## src/hdl/clamp_cfg_pkg.sv

```systemverilog
// Constants, field layouts and state types of the clamp and filter configuration bank
package clamp_cfg_pkg;

  // Register indices; the byte address on the bus is four times the index
  localparam logic [5:0] IDX_IDENT = 6'h11;
  localparam logic [5:0] IDX_TIMING = 6'h12;
  localparam logic [5:0] IDX_ICTRL = 6'h13;
  localparam logic [5:0] IDX_CLAMP = 6'h14;
  localparam logic [5:0] IDX_DC_HI = 6'h15;
  localparam logic [5:0] IDX_DC_LO = 6'h16;
  localparam logic [5:0] IDX_FILT = 6'h17;

  // Reset values
  localparam logic [7:0] TIMING_RST = 8'h00;
  localparam logic [7:0] ICTRL_RST = 8'h45;
  localparam logic [7:0] CLAMP_RST = 8'h30;
  localparam logic [7:0] DC_HI_RST = 8'h00;
  localparam logic [7:0] DC_LO_RST = 8'h00;
  localparam logic [7:0] FILT_RST = 8'h00;
  // Revision byte; the value is arbitrary
  localparam logic [7:0] REVISION_DEFAULT = 8'h5a;

  // Field positions
  localparam int TIMING_DISABLE_BIT = 0;
  localparam int FORCE_BIT = 1;
  localparam int FINE_LSB = 0;
  localparam int FAST_LSB = 2;
  localparam int CURRENT_EN_BIT = 4;
  localparam int VOLTAGE_EN_BIT = 5;
  localparam logic [7:0] CLAMP_WMASK = 8'h3f;
  localparam int OFS_HI_LSB = 0;
  localparam int FREEZE_BIT = 4;
  localparam int TCONST_LSB = 5;
  localparam int MODE_BIT = 7;
  localparam int LUMA_LSB = 0;
  localparam int CHROMA_LSB = 5;

  // Codes
  localparam logic [4:0] LUMA_UNUSED = 5'h1e;
  localparam logic [2:0] CHROMA_AUTO_15 = 3'h0;
  localparam logic [2:0] CHROMA_AUTO_217 = 3'h1;
  localparam logic [2:0] CHROMA_SH1 = 3'h2;
  localparam logic [2:0] CHROMA_SH2 = 3'h3;
  localparam logic [1:0] TCONST_SLOW = 2'h0;
  localparam logic [1:0] TCONST_MEDIUM = 2'h1;
  localparam logic [1:0] TCONST_FAST = 2'h2;
  localparam logic [1:0] TCONST_QUALITY = 2'h3;

  // Timing
  localparam longint unsigned CLK_HZ = 10_000_000;
  localparam longint unsigned TC_SLOW_MS = 1000;
  localparam longint unsigned TC_MEDIUM_MS = 500;
  localparam longint unsigned TC_FAST_MS = 100;
  localparam longint unsigned TC_SLOW_CYC = TC_SLOW_MS * CLK_HZ / 1000;
  localparam longint unsigned TC_MEDIUM_CYC = TC_MEDIUM_MS * CLK_HZ / 1000;
  localparam longint unsigned TC_FAST_CYC = TC_FAST_MS * CLK_HZ / 1000;
  localparam logic [7:0] CLAMP_BASE_LEN = 8'h10;
  localparam int TC_CNT_W = 24;

  typedef struct packed {
    logic active;
    logic [7:0] cnt;
    logic [7:0] len;
  } pulse_state_t;

  typedef struct packed {
    logic [7:0] timing;
    logic [7:0] ictrl;
    logic [7:0] clamp;
    logic [7:0] dc_hi;
    logic [7:0] dc_lo;
    logic [7:0] filt;
    logic wr_pend;
    logic [5:0] wr_idx;
    logic [7:0] rdata;
    logic [11:0] core_data;
    logic [TC_CNT_W-1:0] tc_cnt;
    logic tick;
  } cfg_state_t;

endpackage

```

## src/hdl/clamp_pulse_timer.sv

```systemverilog
// Clamp current pulse timer: holds its output for 16 << code cycles after a start
`timescale 1ns/1ps
`default_nettype none
module clamp_pulse_timer
  import clamp_cfg_pkg::*;
(
  input wire logic hclk,
  input wire logic hresetn,
  input wire logic ce,
  input wire logic start,
  input wire logic [1:0] code,
  output logic active
);
  pulse_state_t s_q;
  pulse_state_t s_d;
  logic [7:0] run_len_q;

  always_comb begin
    s_d = s_q;
    if (start) begin
      // Length is latched so a rewrite mid-pulse only affects the next pulse
      s_d.active = 1'b1;
      s_d.len = 8'(CLAMP_BASE_LEN << code);
      s_d.cnt = 8'(CLAMP_BASE_LEN << code) - 8'h01;
    end else if (s_q.active) begin
      if (s_q.cnt == 8'h00) begin
        s_d.active = 1'b0;
      end else begin
        s_d.cnt = s_q.cnt - 8'h01;
      end
    end
  end

  always_ff @(posedge hclk or negedge hresetn) begin
    if (!hresetn) begin
      s_q <= '0;
    end else if (ce) begin
      s_q <= s_d;
    end
  end

  assign active = s_q.active;

  // Helper: length of the current high run, counted in enabled cycles
  always_ff @(posedge hclk or negedge hresetn) begin
    if (!hresetn) begin
      run_len_q <= 8'h00;
    end else if (ce) begin
      run_len_q <= s_d.active ? ((start || !s_q.active) ? 8'h01 : run_len_q + 8'h01) : 8'h00;
    end
  end
endmodule
`default_nettype wire

```

## src/hdl/video_clamp_filter_config_regs.sv

```systemverilog
// Clamp, timing-output and shaping-filter configuration bank on AHB-Lite
//
// Behaviour
// - Revision byte is read-only; writes leave it unchanged.
// - Force bit 0: sync/field drivers follow output-enable pin and disable bit; 1: always on.
// - Fine clamp length bits 1:0 give 16, 32, 64 or 128 slow-current cycles.
// - Fast clamp length bits 3:2 give 16, 32, 64 or 128 fast-current cycles.
// - Bit 4 off switches current sources off, on enables them.
// - Bit 5 enables voltage clamp; bits 7:6 reserved, held zero.
// - 12-bit offset from two registers is added to raw data in manual mode only.
// - Freeze bit holds the digital clamp loop; clear lets it run.
// - Time constant codes: 1 s, 0.5 s, 0.1 s, or quality dependent.
// - Mode bit 0 automatic clamp, 1 manual offset correction.
// - Chroma field bits 7:5: auto 1.5 MHz, auto 2.17 MHz, fixed SH1 to SH6.
// - Luma field bits 4:0 selects notch, SVHS, PAL, NTSC filters; 11110 unused.
// - Automatic chroma choice follows the current scaling factor.
`timescale 1ns/1ps
`default_nettype none
module video_clamp_filter_config_regs
  import clamp_cfg_pkg::*;
#(
  parameter logic [7:0] REVISION = REVISION_DEFAULT,
  parameter int unsigned TC_SLOW_CYCLES = 32'(TC_SLOW_CYC),
  parameter int unsigned TC_MEDIUM_CYCLES = 32'(TC_MEDIUM_CYC),
  parameter int unsigned TC_FAST_CYCLES = 32'(TC_FAST_CYC)
) (
  input wire logic hclk,
  input wire logic hresetn,
  input wire logic ce,
  input wire logic hsel,
  input wire logic [31:0] haddr,
  input wire logic [1:0] htrans,
  input wire logic hwrite,
  input wire logic [2:0] hsize,
  input wire logic [31:0] hwdata,
  input wire logic hready,
  output logic hreadyout,
  output logic hresp,
  output logic [31:0] hrdata,
  input wire logic output_enable_n,
  output logic timing_drive_en,
  input wire logic clamp_start,
  output logic fine_current_on,
  output logic fast_current_on,
  output logic voltage_clamp_on,
  input wire logic video_quality_indication,
  output logic digital_clamp_run,
  output logic digital_clamp_tick,
  output logic manual_offset_mode,
  output logic [11:0] digital_clamp_offset,
  input wire logic [11:0] adc_raw,
  output logic [11:0] core_data,
  output logic [4:0] luma_filter_select,
  output logic luma_filter_valid,
  output logic [2:0] chroma_filter_select,
  input wire logic [1:0] scale_range,
  output logic [2:0] chroma_filter_active
);

  // Counter holds period minus one; a period longer than the counter range stops elaboration with an error
  if (TC_SLOW_CYCLES == 0 || TC_MEDIUM_CYCLES == 0 || TC_FAST_CYCLES == 0) begin : g_tc_zero
    $error("time constant periods must be nonzero");
  end
  if (TC_SLOW_CYCLES > 2 ** TC_CNT_W || TC_MEDIUM_CYCLES > 2 ** TC_CNT_W
      || TC_FAST_CYCLES > 2 ** TC_CNT_W) begin : g_tc_wide
    $error("time constant period exceeds counter width");
  end

  cfg_state_t s_q;
  cfg_state_t s_d;
  logic addr_take;
  logic [5:0] addr_idx;
  logic addr_hit;
  logic [7:0] wbyte;
  logic [TC_CNT_W-1:0] tc_period;
  logic [1:0] tconst_code;
  logic freeze;
  logic [11:0] ofs_sum;
  logic fine_active;
  logic fast_active;

  // Bus is stalled while the clock enable is low so no phase is lost
  assign hreadyout = ce;
  assign hresp = 1'b0;
  assign hrdata = {24'h000000, s_q.rdata};

  assign addr_take = hsel && htrans[1] && hready && ce;
  assign addr_idx = haddr[7:2];
  assign addr_hit = (haddr[31:8] == 24'h000000) && (haddr[1:0] == 2'b00);
  assign wbyte = hwdata[7:0];

  assign tconst_code = s_q.dc_hi[TCONST_LSB +: 2];
  assign freeze = s_q.dc_hi[FREEZE_BIT];

  always_comb begin
    case (tconst_code)
      TCONST_SLOW: tc_period = TC_CNT_W'(TC_SLOW_CYCLES - 1);
      TCONST_MEDIUM: tc_period = TC_CNT_W'(TC_MEDIUM_CYCLES - 1);
      TCONST_FAST: tc_period = TC_CNT_W'(TC_FAST_CYCLES - 1);
      TCONST_QUALITY: begin
        // A clean signal tolerates the slow loop; a poor one needs fast tracking
        tc_period = video_quality_indication ? TC_CNT_W'(TC_SLOW_CYCLES - 1)
                                             : TC_CNT_W'(TC_FAST_CYCLES - 1);
      end
      default: tc_period = TC_CNT_W'(TC_SLOW_CYCLES - 1);
    endcase
  end

  assign digital_clamp_offset = {s_q.dc_hi[OFS_HI_LSB +: 4], s_q.dc_lo};
  assign ofs_sum = adc_raw + digital_clamp_offset;

  always_comb begin
    s_d = s_q;
    // Data phase of a write: registers change at this edge, fields act next cycle
    if (s_q.wr_pend) begin
      case (s_q.wr_idx)
        IDX_TIMING: s_d.timing = wbyte;
        IDX_ICTRL: s_d.ictrl = wbyte;
        IDX_CLAMP: s_d.clamp = wbyte & CLAMP_WMASK;
        IDX_DC_HI: s_d.dc_hi = wbyte;
        IDX_DC_LO: s_d.dc_lo = wbyte;
        IDX_FILT: s_d.filt = wbyte;
        default: s_d.timing = s_q.timing;
      endcase
    end
    s_d.wr_pend = 1'b0;
    if (addr_take) begin
      s_d.wr_pend = hwrite && addr_hit;
      s_d.wr_idx = addr_idx;
      if (!hwrite) begin
        // Read from the updated copy so a write just ahead is seen
        if (!addr_hit) begin
          s_d.rdata = 8'h00;
        end else begin
          case (addr_idx)
            IDX_IDENT: s_d.rdata = REVISION;
            IDX_TIMING: s_d.rdata = s_d.timing;
            IDX_ICTRL: s_d.rdata = s_d.ictrl;
            IDX_CLAMP: s_d.rdata = s_d.clamp;
            IDX_DC_HI: s_d.rdata = s_d.dc_hi;
            IDX_DC_LO: s_d.rdata = s_d.dc_lo;
            IDX_FILT: s_d.rdata = s_d.filt;
            default: s_d.rdata = 8'h00;
          endcase
        end
      end
    end
    // Manual offset applies to every sample here; auto mode passes raw data
    s_d.core_data = s_q.dc_hi[MODE_BIT] ? ofs_sum : adc_raw;
    s_d.tick = 1'b0;
    if (!freeze) begin
      if (s_q.tc_cnt == '0) begin
        s_d.tick = 1'b1;
        s_d.tc_cnt = tc_period;
      end else begin
        s_d.tc_cnt = s_q.tc_cnt - TC_CNT_W'(1);
      end
    end
  end

  always_ff @(posedge hclk or negedge hresetn) begin
    if (!hresetn) begin
      s_q <= '0;
      s_q.timing <= TIMING_RST;
      s_q.ictrl <= ICTRL_RST;
      s_q.clamp <= CLAMP_RST;
      s_q.dc_hi <= DC_HI_RST;
      s_q.dc_lo <= DC_LO_RST;
      s_q.filt <= FILT_RST;
    end else if (ce) begin
      s_q <= s_d;
    end
  end

  // Sync, vsync and field drivers
  assign timing_drive_en = s_q.ictrl[FORCE_BIT]
                           || (!output_enable_n && !s_q.timing[TIMING_DISABLE_BIT]);

  clamp_pulse_timer u_fine (
    .hclk(hclk),
    .hresetn(hresetn),
    .ce(ce),
    .start(clamp_start),
    .code(s_q.clamp[FINE_LSB +: 2]),
    .active(fine_active)
  );

  clamp_pulse_timer u_fast (
    .hclk(hclk),
    .hresetn(hresetn),
    .ce(ce),
    .start(clamp_start),
    .code(s_q.clamp[FAST_LSB +: 2]),
    .active(fast_active)
  );

  assign fine_current_on = fine_active && s_q.clamp[CURRENT_EN_BIT];
  assign fast_current_on = fast_active && s_q.clamp[CURRENT_EN_BIT];
  assign voltage_clamp_on = s_q.clamp[VOLTAGE_EN_BIT];

  assign digital_clamp_run = !freeze;
  assign digital_clamp_tick = s_q.tick;
  assign manual_offset_mode = s_q.dc_hi[MODE_BIT];
  assign core_data = s_q.core_data;

  assign luma_filter_select = s_q.filt[LUMA_LSB +: 5];
  assign luma_filter_valid = (luma_filter_select != LUMA_UNUSED);
  assign chroma_filter_select = s_q.filt[CHROMA_LSB +: 3];

  always_comb begin
    case (chroma_filter_select)
      CHROMA_AUTO_15: chroma_filter_active = CHROMA_SH1 + {1'b0, scale_range};
      CHROMA_AUTO_217: chroma_filter_active = CHROMA_SH2 + {1'b0, scale_range};
      default: chroma_filter_active = chroma_filter_select;
    endcase
  end
endmodule
`default_nettype wire

```

## config.mk

```make
export PLATFORM = sky130hd
export DESIGN_NAME = video_clamp_filter_config_regs
export DESIGN_NICKNAME = d
export VERILOG_FILES = /design/src/hdl/clamp_cfg_pkg.sv /design/src/hdl/clamp_pulse_timer.sv /design/src/hdl/video_clamp_filter_config_regs.sv
export SDC_FILE = /design/constraint.sdc
export NUM_CORES = 1
export LEC_CHECK = 0
export ABC_AREA = 1
export BUFFER_PORTS_ARGS = -buffer_cell sky130_fd_sc_hd__buf_4
export CAP_MARGIN = 40
export CORE_MARGIN = 2
export CORE_UTILIZATION = 56
export CTS_CLUSTER_DIAMETER = 200
export CTS_CLUSTER_SIZE = 20
export DETAILED_ROUTE_END_ITERATION = 8
export GPL_ROUTABILITY_DRIVEN = 0
export PLACE_DENSITY = 0.81
export RECOVER_POWER = 100
export SLEW_MARGIN = 20
export SYNTH_ARGS = -nofsm -noshare
export SYNTH_HDL_FRONTEND = slang
export SYNTH_SLANG_ARGS = --single-unit
```

## constraint.sdc

```tcl
create_clock -name hclk -period 2.61 [get_ports hclk]
set_clock_uncertainty 0.2 [all_clocks]
set_input_delay 0.1305 -clock hclk [delete_from_list [all_inputs] [get_ports hclk]]
set_output_delay 0.1305 -clock hclk [all_outputs]
set_load 0.01 [all_outputs]
```

==> results.tsv <==
stage	metric	value	unit
clocking	hold-fix buffer count after cts	34	
logic_synthesis	Async SR Flop Fraction	100	%
min_path	Hold Path Depth	6	
layout	Layout area overhead	16.8	%
logic_synthesis	Synth Instances	1147	
routing	DRT Pass-1 Iters	7	
status	violated checks	capacitance limit, slew limit	
job	max_cap viols	1	
layout	filler instances	1256	
critical_path	Reg2Reg Depth	10	
critical_path	Crit. End Element	flip-flop	
clocking	clk sinks	118	
sta	Worst Hold Slack	0.0355	ns
die	Die W	123	um
power_and_ir_drop	Worst IR Drop VDD	0.469	mV
logic_synthesis	Synth Cell Area	7980	um2
clocking	CTS max path bufs	2	
logic_synthesis	synthesis-stage register bit count	118	
die	core area	13900	um2
grt	grt total ovfl	0	
power_and_ir_drop	Comb power frac	23.8	%
die	I/O pins	169	
routing	initial drt markers	947	
die	height of the die	123	um
logic_synthesis	top cells by count, synth	262 x nand2_1, 143 x inv_1, 143 x nand3_1	
routing	WL/cell	14.3	um
grt	vias in the first global route	7367	
power_and_ir_drop	sw power	1900	uW
clocking	CTS root buf	clkbuf_16	
sta	Rel. slew slack	-17.7	%
grt	gr usage total	28.5	%
critical_path	Worst Setup Start Kind	flip-flop	
min_path	hold crit path type	in -> reg	
logic_synthesis	post-synth top area share	35.4	%
logic_synthesis	EDFF count, synth	0	
clocking	TritonCTS clock tree	yes	
clocking	clk_lat worst skew	0.42	ns
logic_synthesis	area leader, netlist	dfrtp_1	
power_and_ir_drop	Net Sw Frac	32.0	%
sta	Final Hold Viols	0	
logic_synthesis	register area share after synthesis	37.1	%
critical_path	critical path class	reg -> reg	
sta	RSZ-0062 raised after global routing	false	
sta	Final Cycle Share	87.9	%
power_and_ir_drop	clock network fraction of design power	37.5	%
clocking	H-Tree Depth	4	
status	status	finished with violations	
grt	largest net degree at the start of global routing	72	
layout	FF+latch area	2960	um2
layout	Final nets	1370	
clocking	clock-pin slew on the worst setup and hold paths	0.05	ns
layout	Antenna Cells	0	
sta	# setup viols final	0	
logic_synthesis	synth top area cells	dfrtp_1 35%, nand2_1 12%, nand3_1 9.0%	
sta	Max Clock Freq	436	MHz
layout	area occupied by multi-input gates	3920	um2
grt	first-pass GRT wire length	33.9	mm
place	# port buffers	115	
logic_synthesis	ys flop type	dfrtp_1	
power_and_ir_drop	Int Pwr	4040	uW
routing	total number of vias	7852	
power_and_ir_drop	part of the power in registers	38.7	%
sta	setup TNS	0	ns
routing	# DRC	0	
logic_synthesis	Yosys cell types	42	
clocking	CTS Buf Count	17	
critical_path	crit path max fanout	12	
clocking	Setup Fix Bufs, Post-CTS	0	
routing	Vias/cell	5.42	
routing	Routed Antenna Nets	0	
critical_path	CP arrival	2.40	ns
layout	layout cells sized above 1	9.21	%
sta	max-slew violation count	72	
power_and_ir_drop	pwr dens	637	nW/um2
clocking	# resized after CTS	0	
die	Core Rows	43	
logic_synthesis	Mean Syn Cell Area	6.96	um2
logic_synthesis	most numerous cell in the Yosys netlist	nand2_1	
die	die area	15200	um2
logic_synthesis	yosys warns	0	
power_and_ir_drop	Leak	0.00472	uW
sta	Tmin final	2.29	ns
sta	Tightest Pin Transition	1.77	ns
grt	initial antenna violation count	0	
routing	WL final	20.8	mm
critical_path	Worst Path Required	2.72	ns
place	dpl hpwl	14.9	mm
die	Initial Util	57.5	%
## per-stage QoR
stage	total power (uW)	worst slack [ns]	util [%]	cell area [um2]	std cells
3_3_place_gp	3690	0.517	62.2	8640	1385
2_1_floorplan	3340	0.801	-	8070	1171
4_1_cts	6020	0.474	68.7	9540	1449
5_1_grt	6300	0.144	67.2	9320	1450
6_report	5940	0.316	67.2	9320	1450
3_5_place_dp	3740	0.483	62.2	8640	1385
## per-layer routing
metal / wire [um] / vias to the layer above / GRT usage (%)
met3: 1460 / 48 / 5.72
met4: 540 / 0 / 11.5
met2: 9900 / 339 / 47.3
li1: - / 3862 / -
met5: 0 / - / 0
met1: 8880 / 3603 / 36.5
## kinds of logic after synthesis
group	after synthesis	synth area share, %
buffers and inverters	239	14.6
other	1	0.0470
DFF	118	37.1
AOI/OAI and AO/OA	166	11.1
and+or+nand+nor	583	31.7
adders and majority gates	19	3.07
xor gates and xnor gates	21	2.31
## flip-flops by register name, indices dropped and copies added, names as in the netlist, 3 cells and up
signal,flops
chroma_filter_select,3
digital_clamp_offset,12
luma_filter_select,5
hrdata,8
core_data,12
s_q,56
u_fast.s_q,8
u_fine.s_q,8
## power groups by stage
stage / combinational [uW] / clock [uW] / sequential [uW]
floorplan: 1080 / 0 / 2260
global placement: 1370 / 0 / 2310
finish: 1410 / 2220 / 2300
global route: 1620 / 2340 / 2330
detailed placement: 1420 / 0 / 2320
CTS: 1470 / 2250 / 2300
## cells in the final DEF (no fill, tap or decap), drive strengths merged, types with 2 or more instances in the layout
master	n
xor2	19
o21ai	105
a21o	2
nand4	24
xnor2	2
o211ai	3
inv	147
or2	2
o22ai	2
dlygate4sd3	34
nor4	6
nor2	129
nand2	264
clkbuf	79
o21bai	2
a22oi	7
dfrtp	113
nand3	144
clkinv	2
o311ai	2
a21oi	36
conb	25
a31oi	5
nor3	10
ha	18
buf	75
dfstp	5
## cell type report
class,count,area share (%)
Tap cell,180,2.42
Sequential cell,118,31.7
Inverter,147,5.92
Clock buffer,27,5.61
Multi-Input combinational cell,814,42.1
Clock inverter,3,0.430
Timing Repair Buffer,161,11.8
## worst max-delay path, cell delays in order (launching register included)
cell and delay [ns]:
dfrtp_1 0.51, inv_2 0.19, nand3_1 0.14, inv_2 0.18, nand2_1 0.26, o21ai_0 0.31
nor2_1 0.06, nor2_1 0.09, nand2_1 0.10, nand2_1 0.08, nand2_1 0.05
## final timing paths
| path | start | end | slack [ns] |
|---|---|---|---|
| worst max-delay path | s_q[45] | hrdata[6] | 0.32 |
| worst min-delay path | haddr[0] | hrdata[1] | 0.04 |
| worst max register to register | s_q[45] | hrdata[6] | 0.32 |
| worst min register to register | s_q[82] | s_q[82] | 0.26 |
| max in group asynchronous | hresetn | core_data[0] | 0.52 |
| min in group asynchronous | hresetn | s_q[49] | 0.46 |
Power figures use the tool's default switching activity.
